--- config.mk ---
export PLATFORM = sky130hd
export DESIGN_NAME = tpecr_top
export DESIGN_NICKNAME = d
export VERILOG_FILES = /design/src/shared/tpecr_pkg.sv /design/src/logic/tpecr_top.sv /design/src/logic/tpecr_float_enc.sv
export SDC_FILE = /design/constraint.sdc
export NUM_CORES = 1
export LEC_CHECK = 0
export BUFFER_PORTS_ARGS = -buffer_cell sky130_fd_sc_hd__buf_2
export CORE_MARGIN = 2
export CORE_UTILIZATION = 40
export DETAILED_ROUTE_END_ITERATION = 8
export GPL_TIMING_DRIVEN = 0
export PLACE_DENSITY = 0.72
export SYNTH_ARGS = -nofsm -noshare
export SYNTH_HDL_FRONTEND = slang
export SYNTH_HIERARCHICAL = 1
export SYNTH_SLANG_ARGS = --single-unit
--- constraint.sdc ---
create_clock -name CORE_CLK -period 1.8 [get_ports CORE_CLK]
set_clock_uncertainty 0.05 [all_clocks]
set_input_delay 0.27 -clock CORE_CLK [delete_from_list [all_inputs] [get_ports CORE_CLK]]
set_output_delay 0.27 -clock CORE_CLK [all_outputs]
set_load 0.05 [all_outputs]
--- src/shared/tpecr_pkg.sv ---
package tpecr_pkg;

  // register offsets on the management port
  localparam logic [7:0] ADDR_ERR_FLOAT  = 8'hb5;
  localparam logic [7:0] ADDR_SWING      = 8'hb8;
  localparam logic [7:0] ADDR_PD_GAIN    = 8'hcd;
  localparam logic [7:0] ADDR_LOOP_F     = 8'he2;

  // field widths
  localparam int WIDE_CNT_W  = 40;
  localparam int NIB_CNT     = WIDE_CNT_W / 4;

  // swing register layout
  localparam int SWING_PWR_LSB   = 6;
  localparam int SWING_SEL_LSB   = 0;
  localparam logic [7:0] SWING_WR_MASK = 8'hc7;

  // phase detector gain layout
  localparam int GAIN_FLD_LSB    = 5;

  // loop filter layout
  localparam int LOOPF_SEL_BIT   = 7;

  // reset values
  localparam logic [7:0] SWING_RST  = 8'hc0;
  localparam logic [7:0] GAIN_RST   = 8'h8d;
  localparam logic [7:0] LOOPF_RST  = 8'h00;
  localparam logic [7:0] RDATA_RST  = 8'h00;
  localparam logic [7:0] UNMAPPED_RD = 8'h00;

endpackage

--- src/logic/tpecr_top.sv ---
`timescale 1ns/100ps
module tpecr_top #(
  parameter int CNT_W = tpecr_pkg::WIDE_CNT_W
) (
  input  wire logic             CORE_CLK,
  input  wire logic             SYS_RST,
  input  wire logic [7:0]       REG_ADDR,
  input  wire logic [7:0]       REG_WDATA,
  input  wire logic             REG_WE,
  input  wire logic             REG_RE,
  output logic      [7:0]       REG_RDATA,
  input  wire logic [CNT_W-1:0] ERR_COUNT_RUN,
  input  wire logic             TIMEBASE_DONE,
  input  wire logic             CONTINUOUS_MODE,
  input  wire logic             TX_LOCK_LOST_FLAG,
  input  wire logic [6:0]       INTERNAL_LOOP_FILTER,
  output logic [CNT_W-1:0]      TX_PATTERN_ERROR_WIDE_COUNT,
  output logic [1:0]            HIGH_SPEED_POWER_BITS,
  output logic [2:0]            OUTPUT_SWING_SELECT,
  output logic [2:0]            ACQ_PHASE_DET_GAIN,
  output logic [4:0]            ACQ_GAIN_TRIM,
  output logic [6:0]            LOOP_FILTER_IN_USE,
  output logic                  LOOP_FILTER_OVERRIDE_SELECT
);

  //////////////////////////////////////////////////////////////////////////
  // state

  typedef struct packed {
    logic [7:0]       rdata;
    logic [7:0]       swing;
    logic [7:0]       gain;
    logic [7:0]       loopf;
    logic [CNT_W-1:0] wide_cnt;
    logic [7:0]       err_float;
    logic [6:0]       lf_used;
  } tpecr_state_s;

  tpecr_state_s st_ff;
  tpecr_state_s nxt_st;
  logic [7:0]   enc_float;

  //////////////////////////////////////////////////////////////////////////
  // compression of the held count

  tpecr_float_enc #(
    .CNT_W     (CNT_W)
  ) u_float_enc (
    .count     (st_ff.wide_cnt),
    .float_val (enc_float)
  );

  //////////////////////////////////////////////////////////////////////////
  // next state

  always_comb begin
    nxt_st = st_ff;

    // hold last completed window unless running continuously
    if (CONTINUOUS_MODE) begin
      nxt_st.wide_cnt = ERR_COUNT_RUN;
    end else if (TIMEBASE_DONE) begin
      nxt_st.wide_cnt = ERR_COUNT_RUN;
    end

    // float lags the wide count by one cycle
    nxt_st.err_float = enc_float;

    // register writes; untouched fields keep their value
    if (REG_WE) begin
      if (REG_ADDR == tpecr_pkg::ADDR_SWING) begin
        // reserved middle bits never stored
        nxt_st.swing = REG_WDATA & tpecr_pkg::SWING_WR_MASK;
      end else if (REG_ADDR == tpecr_pkg::ADDR_PD_GAIN) begin
        nxt_st.gain = REG_WDATA;
      end else if (REG_ADDR == tpecr_pkg::ADDR_LOOP_F) begin
        nxt_st.loopf = REG_WDATA;
      end
    end

    // select programmed or internal filter setting
    if (st_ff.loopf[tpecr_pkg::LOOPF_SEL_BIT]) begin
      nxt_st.lf_used = st_ff.loopf[6:0];
    end else begin
      nxt_st.lf_used = INTERNAL_LOOP_FILTER;
    end

    // read data registered; one cycle after the strobe
    if (REG_RE) begin
      if (REG_ADDR == tpecr_pkg::ADDR_ERR_FLOAT) begin
        nxt_st.rdata = st_ff.err_float;
      end else if (REG_ADDR == tpecr_pkg::ADDR_SWING) begin
        nxt_st.rdata = st_ff.swing; // bits 5:3 read zero
      end else if (REG_ADDR == tpecr_pkg::ADDR_PD_GAIN) begin
        nxt_st.rdata = st_ff.gain;
      end else if (REG_ADDR == tpecr_pkg::ADDR_LOOP_F) begin
        // shows the setting in use, not the write
        nxt_st.rdata = {st_ff.loopf[tpecr_pkg::LOOPF_SEL_BIT],
                        st_ff.lf_used};
      end else begin
        nxt_st.rdata = tpecr_pkg::UNMAPPED_RD;
      end
    end
  end

  //////////////////////////////////////////////////////////////////////////
  // registers

  // count and float cleared anyway; software must not rely on it
  always_ff @(posedge CORE_CLK) begin
    if (SYS_RST) begin
      st_ff.rdata     <= tpecr_pkg::RDATA_RST;
      st_ff.swing     <= tpecr_pkg::SWING_RST;
      st_ff.gain      <= tpecr_pkg::GAIN_RST;
      st_ff.loopf     <= tpecr_pkg::LOOPF_RST;
      st_ff.wide_cnt  <= '0;
      st_ff.err_float <= 8'h00;
      st_ff.lf_used   <= 7'h00;
    end else begin
      st_ff <= nxt_st;
    end
  end

  //////////////////////////////////////////////////////////////////////////
  // outputs, all straight from flip-flops

  assign REG_RDATA                   = st_ff.rdata;
  assign TX_PATTERN_ERROR_WIDE_COUNT = st_ff.wide_cnt;
  assign HIGH_SPEED_POWER_BITS       = st_ff.swing[tpecr_pkg::SWING_PWR_LSB +: 2];
  assign OUTPUT_SWING_SELECT         =
    st_ff.swing[tpecr_pkg::SWING_SEL_LSB +: 3];
  assign ACQ_PHASE_DET_GAIN          =
    st_ff.gain[tpecr_pkg::GAIN_FLD_LSB +: 3];
  assign ACQ_GAIN_TRIM               = st_ff.gain[4:0];
  assign LOOP_FILTER_IN_USE          = st_ff.lf_used;
  assign LOOP_FILTER_OVERRIDE_SELECT =
    st_ff.loopf[tpecr_pkg::LOOPF_SEL_BIT];

endmodule // tpecr_top

--- src/logic/tpecr_float_enc.sv ---
`timescale 1ns/100ps
// compresses a wide count into mantissa/exponent, base 16
module tpecr_float_enc #(
  parameter int CNT_W = 40
) (
  input  wire logic [CNT_W-1:0] count,
  output logic      [7:0]       float_val
);

  localparam int NIBS = CNT_W / 4;

  // top nonzero nibble is the mantissa; lower nibbles are truncated
  always_comb begin
    float_val = 8'h00; // zero count encodes as all zero
    for (int i = 0; i < NIBS; i++) begin
      if (count[i*4 +: 4] != 4'h0) begin
        float_val[7:4] = count[i*4 +: 4];
        float_val[3:0] = 4'(i + 1);
      end
    end
  end

endmodule // tpecr_float_enc

==> run_results.csv, run 1 <==
group,metric,value,unit
setup_path,cp-end-kind,"flop",
floorplanning,initial_utilization,40.9,%
yosys,ys.flop_type,"dfxtp_1",
place,place_area,5040,µm²
sta,hold_viol,0,
cells_and_area,final_common_cell,"buf_2",
clocking,htree_levels,3,
yosys,ys_async_sr_fraction,0,%
grt,grtUsageMet1,24.3,%
floorplanning,die-width,106,µm
place,dp_hpwl,8.66,mm
detailed_routing,first_pass_iters,5,
yosys,syn_nets,568,
grt,use_met3,4.48,%
yosys,syn_avg_cell_area,8.40,µm²
yosys,ys_ff_latch,84,
sta,worst_pin_slew,0.689,ns
run,maxCapViolCount,0,
sta,setup_viol,0,
floorplanning,core_area,10200,µm²
place,gp_congestion,0.852,
yosys,synth_area,4180,µm²
detailed_routing,vias_per_cell,4.99,
clocking,clk_latency,0.36,ns
sta,drv_slew,0,
yosys,yosysWarnings,6,
detailed_routing,vias,3938,
yosys,yosysUniqueCellTypes,45,
cells_and_area,stdcell_area,5310,µm²
grt,grt_busiest_layer,"met2",
grt,grt_pass1_wl,17.7,mm
grt,antenna_found_initial,0,
hold_path,min_path_type,"in -> reg",
sta,post-route-period-util,95.1,%
setup_path,required,2.04,ns
floorplanning,die-area,11300,µm²
floorplanning,die-height,106,µm
clocking,numCtsBuffers,9,
place,io_buffer_count,137,
sta,max_slew_margin,54.1,%
cells_and_area,layout_common_cells,"139 x buf_2, 100 x nand2_1, 83 x dfxtp_1, 71 x buf_4, 60 x a21oi_1",
detailed_routing,drt_wl_total,11.2,mm
cells_and_area,fill_cells,978,
grt,grt_max_degree,17,
cells_and_area,insertedDiodeCount,0,
detailed_routing,antenna_left,0,
cells_and_area,final_layout_size_suffix_gt1_share,37.8,%
clocking,clkTransAtPathRegs,0.10,ns
yosys,synth-edff-count,0,
pwr,leakage,2.38,nW
grt,grt_pass1_vias,3664,
sta,rsz0062_at_grt,"no",
detailed_routing,drt_iter0_drc,172,
clocking,clockRootBuffer,"clkbuf_8",
setup_path,path_class,"reg -> reg",
cells_and_area,fin_nets,718,
grt,globalRouteTotalUtil,19.4,%
floorplanning,rows,37,
sta,totalNegativeSetupSlack,0,ns
cells_and_area,area_delta_synth_final,26.8,%
setup_path,crit_arrival,1.96,ns
yosys,netlist_instances,498,
sta,fmax,0.584,GHz
grt,use_met2,33.5,%
setup_path,path_max_fanout,5,
outcome,status,"complete, no violations",
yosys,yosysSeqAreaShare,40.2,%
pwr,ir_drop,0.000366,V
clocking,cts_tree,"built",
detailed_routing,drc,0,
detailed_routing,avgRoutedWirePerCell,14.2,µm
setup_path,cp-start-kind,"flop",
sta,finalCriticalPeriod,1.71,ns
pwr,p_per_area,815,nW/µm²
clocking,clk_path_buf_depth,2,
grt,grt_overflow,0,
floorplanning,ios,139,
clocking,cts_sinks,84,
clocking,cts_hold_buf,0,
==> worst paths after layout <==
| kind | cells after the start | start | slack [ns] | endpoint |
|---|---|---|---|---|
| worst min register to register | 2 | st_ff[55]$_SDFFE_PP0P_ | 0.42 | st_ff[55]$_SDFFE_PP0P_ |
| worst max register to register | 6 | TX_PATTERN_ERROR_WIDE_COUNT[37]$_SDFFE_PP0P_ | 0.09 | st_ff[11]$_SDFF_PP0_ |
| worst max-delay path | 6 | TX_PATTERN_ERROR_WIDE_COUNT[37]$_SDFFE_PP0P_ | 0.09 | st_ff[11]$_SDFF_PP0_ |
| worst min-delay path | 3 | INTERNAL_LOOP_FILTER[4] | 0.09 | LOOP_FILTER_IN_USE[4]$_SDFF_PP0_ |
==> sequential cells by signal, summed over array words and instances (netlist names) <==
name / flops
ACQ_PHASE_DET_GAIN: 3
OUTPUT_SWING_SELECT: 3
HIGH_SPEED_POWER_BITS: 2
REG_RDATA: 8
TX_PATTERN_ERROR_WIDE_COUNT: 40
LOOP_FILTER_OVERRIDE_SELECT: 1
ACQ_GAIN_TRIM: 5
LOOP_FILTER_IN_USE: 7
st_ff: 15
==> repair_timing <==
item                       4_1_cts  5_1_grt
hold endpoints to repair         0        0
cloned                           0        0
setup buffers                    2        0
pin swaps                        3        1
gates resized for setup          1        6
setup endpoints to repair        3        6
==> where the power goes <==
part | switching, mW | internal [mW] | leakage [nW]
Combinational | 0.538 | 0.330 | 1.58
Clock | 0.752 | 0.664 | 0.101
Sequential | 0.0970 | 1.94 | 0.691
==> critical path: stages, from the launching register on <==
cell     delay (ns)
dfxtp_1        0.37
or4_4          0.57
nor2_8         0.14
inv_4          0.05
nor3_4         0.16
a221o_1        0.19
nor2b_1        0.13
==> through the flow <==
step | worst slack (ns) | hold WS (ns) | power, mW | cells | utilization, %
final | 0.0884 | 0.0932 | 4.32 | 789 | 51.9
after detailed placement | -0.0606 | 0.402 | 2.92 | 771 | 49.2
after global routing | 0.0105 | 0.0773 | 4.52 | 789 | 51.9
after floorplan | 0.119 | 0.338 | 2.67 | 498 | -
after global placement | -0.0158 | 0.389 | 2.90 | 771 | 49.2
after CTS | 0.0000138 | 0.0798 | 4.34 | 789 | 51.5
==> layout make-up <==
cell class              count  area, µm²  share of cell area (%)
plain buffers              92        607                    11.4
clock buffers               9        124                    2.33
clock inverters             7       81.3                    1.53
inverters                   6       25.0                   0.472
multi-input cells         316       1910                    36.1
flip-flops and latches     84       1680                    31.7
well taps                 136        170                    3.21
repair buffers            139        701                    13.2
==> kinds of logic (layout without fill, tap and decap cells) <==
logic type             Yosys count  after routing  share of synthesized area, %
AND/OR/NAND/NOR                181            181                          23.0
AO/OA/AOI/OAI                  121            121                          18.3
buffers and inverters           98            253                          15.1
flip-flops                      84             84                          40.2
multiplexers                    14             14                          3.35
==> per-layer routing <==
layer / wire, µm / part of all wire (%)
met2: 5510 / 49
met4: 69 / 0.61
met3: 805 / 7.2
met5: 0 / 0
met1: 4840 / 43
==> cells in the mapped netlist, types with 4 or more instances <==
master | number | share of area (%)
nand2_1 | 100 | 9.0
a211o_1 | 11 | 2.3
a211oi_1 | 5 | 0.90
a221o_1 | 4 | 0.96
inv_1 | 5 | 0.45
buf_4 | 69 | 12
a21oi_1 | 60 | 7.2
nor2_1 | 20 | 1.8
nand2b_1 | 6 | 0.90
o22ai_1 | 5 | 0.75
o21bai_1 | 11 | 2.0
o21ai_0 | 5 | 0.60
mux2i_1 | 14 | 3.4
dfxtp_1 | 84 | 40
nor2b_1 | 14 | 2.1
nand3_1 | 9 | 1.1
a222oi_1 | 5 | 1.2
nor4_1 | 5 | 0.75
clkbuf_1 | 21 | 1.9
a31oi_1 | 9 | 1.3
No activity file was read; power rests on OpenSTA's default activity.
==> run 2, diff against run 1 <==
CORE_MARGIN = not set   (was 2)
RECOVER_POWER = 100   (was not set)
==> run 2 against run 1 <==
  * Non-clock buffer count unchanged
  * Design area fell by 0.99%
  * Die area is 3.7% lower
  * Worst setup slack improved by 0.0032 ns
  * Count of clock-buffer cells in the layout rose by 2
  * Clock power up 17%
  * Total power is 5.2% higher
  * Cell count decreased by 0.38%
  * Sequential cell count unchanged
  * Maximum frequency rose by 0.19%
  * Wire length is 1.6% lower
  * First-iteration DRC count is 23% higher
  * Critical path type unchanged
==> run_results.csv, run 2 (same netlist as run 1, synthesis figures left out) <==
group,metric,value,unit
outcome,status,"complete, no violations",
clocking,cts_tree,"built",
floorplanning,rows,36,
clocking,numCtsBuffers,9,
floorplanning,initial_utilization,42.0,%
detailed_routing,wl_met1,4.86,mm
cells_and_area,fin_nets,718,
detailed_routing,routed.top_layer,"met4",
clocking,htree_levels,3,
pwr,leakage,2.22,nW
grt,antenna_found_initial,0,
floorplanning,ios,139,
detailed_routing,first_pass_iters,6,
grt,grt_pass1_wl,17.7,mm
pwr,ir_drop,0.000457,V
hold_path,holdPathEnd,"LOOP_FILTER_IN_USE[1]$_SDFF_PP0_",
setup_path,reg2regPathDepth,5,
detailed_routing,vias_per_cell,5.04,
floorplanning,core_area,9950,µm²
setup_path,crit_arrival,1.94,ns
cells_and_area,multi_input_area,1870,µm²
grt,grt_pass1_vias,3710,
setup_path,reg2reg_from,"TX_PATTERN_ERROR_WIDE_COUNT[12]$_SDFFE_PP0P_",
setup_path,reg2reg_to,"st_ff[11]$_SDFF_PP0_",
detailed_routing,drt_wl_total,11.0,mm
cells_and_area,post-route-util,52.8,%
sta,fmax,0.585,GHz
setup_path,timing.reg2reg.setup_slack,0.09,ns
sta,post-route-period-util,94.9,%
sta,totalNegativeSetupSlack,0,ns
setup_path,cp-start-kind,"flop",
pwr,p_per_area,865,nW/µm²
place,gp_congestion,0.839,
sta,whs,0.104,ns
floorplanning,die-height,104,µm
clocking,clk_latency,0.35,ns
cells_and_area,final_layout_size_suffix_gt1_share,30.9,%
hold_path,min_path_type,"in -> reg",
clocking,clkTransAtPathRegs,0.09,ns
sta,drv_slew,0,
setup_path,path_class,"reg -> reg",
cells_and_area,layout_common_cells,"100 x nand2_1, 82 x dfxtp_1, 71 x buf_4, 67 x buf_2, 63 x clkbuf_1",
clocking,clockRootBuffer,"clkbuf_8",
hold_path,min_path_cells,3,
cells_and_area,area_delta_synth_final,25.6,%
setup_path,required,2.03,ns
place,io_buffer_count,137,
setup_path,cp-end-kind,"flop",
detailed_routing,vias,3959,
clocking,cts_sinks,84,
cells_and_area,largest_register_ffs,40,
place,dp_hpwl,8.47,mm
detailed_routing,antenna_left,0,
sta,max_slew_margin,49.9,%
sta,rsz0062_at_grt,"no",
run,maxCapViolCount,0,
detailed_routing,wl_met3,776,µm
floorplanning,die-area,10900,µm²
cells_and_area,final_common_cell,"nand2_1",
detailed_routing,wl_met2,5.13,mm
hold_path,hp-start,"INTERNAL_LOOP_FILTER[1]",
pwr,total_power,4.55,mW
cells_and_area,insertedDiodeCount,0,
clocking,clk_path_buf_depth,2,
floorplanning,die-width,104,µm
sta,finalCriticalPeriod,1.71,ns
detailed_routing,drt_iter0_drc,211,
sta,hold_viol,0,
setup_path,path_max_fanout,4,
grt,globalRouteTotalUtil,20.1,%
detailed_routing,avgRoutedWirePerCell,14.1,µm
grt,grt_max_degree,15,
cells_and_area,fill_cells,971,
sta,worst_pin_slew,0.746,ns
place,place_area,5030,µm²
grt,grt_overflow,0,
cells_and_area,stdcell_area,5250,µm²
sta,setup_viol,0,
cells_and_area,regArea,1680,µm²
detailed_routing,drc,0,
==> run 2: worst max-delay path: stages, from the launching register on <==
cell and delay [ns]:
dfxtp_1 0.36, nor4_1 0.48, nand2_1 0.19, nor3_4 0.27, a221o_1 0.17, nor2b_1 0.12
==> run 2: how the worst max path moves through the flow <==
stage | slack, ns | end | from
2_1_floorplan | 0.12 | st_ff[13]$_SDFF_PP0_ | TX_PATTERN_ERROR_WIDE_COUNT[36]$_SDFFE_PP0P_
3_3_place_gp | -0.01 | ACQ_GAIN_TRIM[3]$_SDFFE_PP1P_ | REG_WE
3_5_place_dp | -0.07 | ACQ_GAIN_TRIM[3]$_SDFFE_PP1P_ | REG_WE
4_1_cts | 0.02 | st_ff[12]$_SDFF_PP0_ | TX_PATTERN_ERROR_WIDE_COUNT[38]$_SDFFE_PP0P_
5_1_grt | 0.01 | REG_RDATA[4]$_SDFFE_PP0P_ | REG_ADDR[3]
6_report | 0.09 | st_ff[11]$_SDFF_PP0_ | TX_PATTERN_ERROR_WIDE_COUNT[12]$_SDFFE_PP0P_
==> run 2: through the flow <==
stage,setup WS [ns],cells
4_1_cts,0.0219,786
2_1_floorplan,0.119,498
5_1_grt,0.00999,786
3_5_place_dp,-0.0657,768
6_report,0.0917,786
3_3_place_gp,-0.0134,768
==> run 2: power by group <==
| part | leakage (nW) | switching (mW) | internal (mW) | total, mW |
|---|---|---|---|---|
| Clock | 0.124 | 0.688 | 0.969 | 1.66 |
| Combinational | 1.40 | 0.538 | 0.317 | 0.855 |
| Sequential | 0.691 | 0.0942 | 1.94 | 2.03 |
==> run 2: final cells by class <==
class	count	area share, %
buffer	92	11.6
clock buffer	11	2.69
clock inverter	5	2.05
inverter	6	0.476
multi-input combinational	316	35.7
sequential	84	32.1
tap	133	3.17
timing repair buffer	139	12.3
==> run 2: timing repair <==
| item | CTS | global route |
|---|---|---|
| hold endpoints to repair | 0 | 0 |
| setup buffers | 2 | 0 |
| pin swaps | 3 | 2 |
| resized for setup | 2 | 5 |
| setup endpoints to repair | 3 | 6 |
| hold buffers | 0 | 0 |
==> run 2: per-layer routing <==
layer  vias to the layer above  track usage (%)
met1                      1804             25.1
met4                         0             9.39
li1                       1960                -
met3                        24             4.39
met2                       171             32.7
met5                         -                0
==> run 3, diff against run 2 <==
ABC_AREA = 1   (was not set)
PLACE_DENSITY = 0.71   (was 0.72)
==> run 3 against run 2 <==
  * Sequential cell count unchanged
  * Largest cell class unchanged
  * Global-route usage decreased by 1.5 points
  * First-iteration DRC count decreased by 39%
  * Die area increased by 6.7%
==> run_results.csv, run 3 <==
group,metric,value,unit
outcome,status,"complete, no violations",
yosys,yosysUniqueCellTypes,30,
grt,antenna_found_initial,0,
cells_and_area,final_common_cell,"nor2_1",
detailed_routing,vias_per_cell,4.45,
pwr,p_switching,1.41,mW
detailed_routing,avgRoutedWirePerCell,11.4,µm
clocking,cts_sinks,84,
setup_path,path_max_fanout,4,
sta,totalNegativeSetupSlack,0,ns
cells_and_area,post-route-util,49.7,%
yosys,synth.area.top_cells,"dfxtp_1 38%, buf_4 12%, nor2_1 9.4%, o21ai_0 8.3%, nand2_1 6.9%",
cells_and_area,largest_register_ffs,40,
setup_path,reg2regPathDepth,9,
floorplanning,rows,38,
setup_path,crit_arrival,1.34,ns
place,gp_congestion,0.858,
cells_and_area,layout_common_cells,"116 x nor2_1, 84 x dfxtp_1, 83 x nand2_1, 80 x clkbuf_1, 79 x o21ai_0",
setup_path,cp_slowest_stage_delay,0.45,ns
setup_path,path_class,"reg -> out",
grt,grt_pass1_vias,3669,
detailed_routing,vias,4079,
clocking,clockRootBuffer,"clkbuf_8",
clocking,clk_latency,0.36,ns
yosys,yosysWarnings,6,
cells_and_area,final_layout_size_suffix_gt1_share,25.4,%
setup_path,timing.reg2reg.setup_slack,0.36,ns
hold_path,holdPathEnd,"LOOP_FILTER_IN_USE[2]$_SDFF_PP0_",
yosys,yosysTopAreaCellShare,37.6,%
yosys,syn_nets,693,
pwr,netSwitchingFraction,31.6,%
sta,drv_slew,0,
detailed_routing,drc,0,
cells_and_area,area_delta_synth_final,20.6,%
pwr,leakage,2.77,nW
sta,post-route-period-util,92.3,%
setup_path,required,1.48,ns
hold_path,min_path_type,"in -> reg",
setup_path,crit_chain,"buf_4 > clkbuf_1",
sta,finalCriticalPeriod,1.66,ns
yosys,synth-edff-count,0,
clocking,cts_hold_buf,0,
clocking,htree_levels,3,
yosys,ys_async_sr_fraction,0,%
pwr,seq_power_share,45.2,%
hold_path,hp-start,"INTERNAL_LOOP_FILTER[2]",
pwr,ir_drop,0.000488,V
pwr,p_int,3.05,mW
floorplanning,initial_utilization,41.2,%
sta,setup_viol,0,
cells_and_area,insertedDiodeCount,0,
setup_path,worst-path-buf-inv,2,
clocking,clkTransAtPathRegs,0.10,ns
detailed_routing,drt_wl_total,10.4,mm
hold_path,min_path_cells,3,
grt,grt_pass1_wl,16.8,mm
clocking,clk_path_buf_depth,2,
setup_path,reg2reg_to,"st_ff[9]$_SDFF_PP0_",
floorplanning,die-height,108,µm
place,dp_hpwl,8.24,mm
sta,fmax,0.602,GHz
yosys,synth_area,4470,µm²
clocking,cts-resized-gates,0,
yosys,ys_ff_latch,84,
pwr,pwr-share-clk,34.2,%
sta,max_slew_margin,58.1,%
clocking,cts_tree,"built",
grt,globalRouteTotalUtil,18.6,%
setup_path,cp-start-kind,"flop",
sta,worst_pin_slew,0.632,ns
floorplanning,die-width,108,µm
detailed_routing,drt_iter0_drc,128,
place,io_buffer_count,137,
floorplanning,ios,139,
detailed_routing,antenna_left,0,
floorplanning,die-area,11600,µm²
yosys,syn_avg_cell_area,7.17,µm²
floorplanning,core_area,10800,µm²
yosys,ys.flop_type,"dfxtp_1",
pwr,pwr-share-comb,20.5,%
yosys,ys_top_cells_by_count,"112 x nor2_1, 84 x dfxtp_1, 82 x nand2_1, 74 x o21ai_0, 69 x buf_4",
grt,grt_max_degree,17,
yosys,synth.most_common_cell,"nor2_1",
run,maxCapViolCount,0,
cells_and_area,fin_nets,841,
setup_path,cp_slowest_cell,"clkbuf_1",
setup_path,reg2reg_from,"TX_PATTERN_ERROR_WIDE_COUNT[34]$_SDFFE_PP0P_",
yosys,netlist_instances,623,
yosys,synth_top_cell_by_area,"dfxtp_1",
sta,rsz0062_at_grt,"no",
setup_path,path_delay_family,"buffers and inverters",
sta,hold_viol,0,
pwr,p_per_area,828,nW/µm²
grt,grt_overflow,0,
clocking,post-cts-setup-buffer-count,0,
yosys,yosysSeqAreaShare,37.6,%
clocking,numCtsBuffers,9,
setup_path,cp-end-kind,"output pin",
detailed_routing,first_pass_iters,4,
## run 3: cell count changes after synthesis, moves of 16 or more
cell / before / now
a21oi_1: 60 / 26
nand3_1: 9 / 25
nand2_1: 100 / 82
o21ai_0: 5 / 74
nor2_1: 20 / 112
inv_1: 5 / 66
## run 3: worst min-delay path, delay by kind of cell
kind,cells,cell delay (ns)
buffers and inverters,1,0.07
AOI/OAI and AO/OA,1,0.06
and+or+nand+nor,1,0.07
## run 3: final cells by class
cell class / instances / area [µm²]
fill: 1175 / 5450
clock buffer: 9 / 124
sequential: 84 / 1680
multi-input combinational: 375 / 1820
inverter: 76 / 285
clock inverter: 7 / 105
timing repair buffer: 137 / 609
buffer: 88 / 587
tap: 140 / 175
## run 3: per-stage QoR
stage | cells | setup WS [ns] | instance area, µm² | hold WS [ns] | power [mW]
after detailed placement | 900 | 0.180 | 5330 | 0.415 | 3.02
after global routing | 916 | 0.0964 | 5390 | 0.0987 | 4.69
after global placement | 900 | 0.158 | 5330 | 0.409 | 3.01
after floorplan | 623 | 0.476 | 4470 | 0.289 | 2.77
final | 916 | 0.138 | 5390 | 0.0870 | 4.46
after CTS | 916 | 0.320 | 5560 | 0.0640 | 4.54
## run 3: worst max path at each step
stage                                                             from                                            to  slack, ns  cells after the start
final                     TX_PATTERN_ERROR_WIDE_COUNT[15]$_SDFFE_PP0P_               TX_PATTERN_ERROR_WIDE_COUNT[15]       0.14                      2
after global routing       TX_PATTERN_ERROR_WIDE_COUNT[4]$_SDFFE_PP0P_                TX_PATTERN_ERROR_WIDE_COUNT[4]        0.1                      2
after CTS                 TX_PATTERN_ERROR_WIDE_COUNT[39]$_SDFFE_PP0P_               TX_PATTERN_ERROR_WIDE_COUNT[39]       0.32                      2
after detailed placement                                       SYS_RST  TX_PATTERN_ERROR_WIDE_COUNT[38]$_SDFFE_PP0P_       0.18                      5
after global placement                                         SYS_RST  TX_PATTERN_ERROR_WIDE_COUNT[38]$_SDFFE_PP0P_       0.16                      5
after floorplan               LOOP_FILTER_OVERRIDE_SELECT$_SDFFE_PP0P_              LOOP_FILTER_IN_USE[0]$_SDFF_PP0_       0.48                      4
## run 3: logic make-up after synthesis
group / synth area share, %
buffers and inverters: 19.8
AO/OA/AOI/OAI: 14.0
flip-flops: 37.6
AND/OR/NAND/NOR: 28.6
## run 3: power groups by stage
| stage | registers (mW) | logic, mW | clock network [mW] |
|---|---|---|---|
| 4_1_cts | 2.02 | 0.956 | 1.57 |
| 2_1_floorplan | 2.04 | 0.730 | 0 |
| 5_1_grt | 2.03 | 1.01 | 1.64 |
| 3_5_place_dp | 2.06 | 0.953 | 0 |
| 3_3_place_gp | 2.06 | 0.948 | 0 |
| 6_report | 2.02 | 0.916 | 1.53 |
## run 3: layer usage
layer	vias up	share of wire (%)	track usage [%]
met5	-	0	0
met4	0	1.5	6.75
met3	16	5.3	3.57
met2	106	46	31.2
met1	1765	47	23.5
li1	2192	-	-
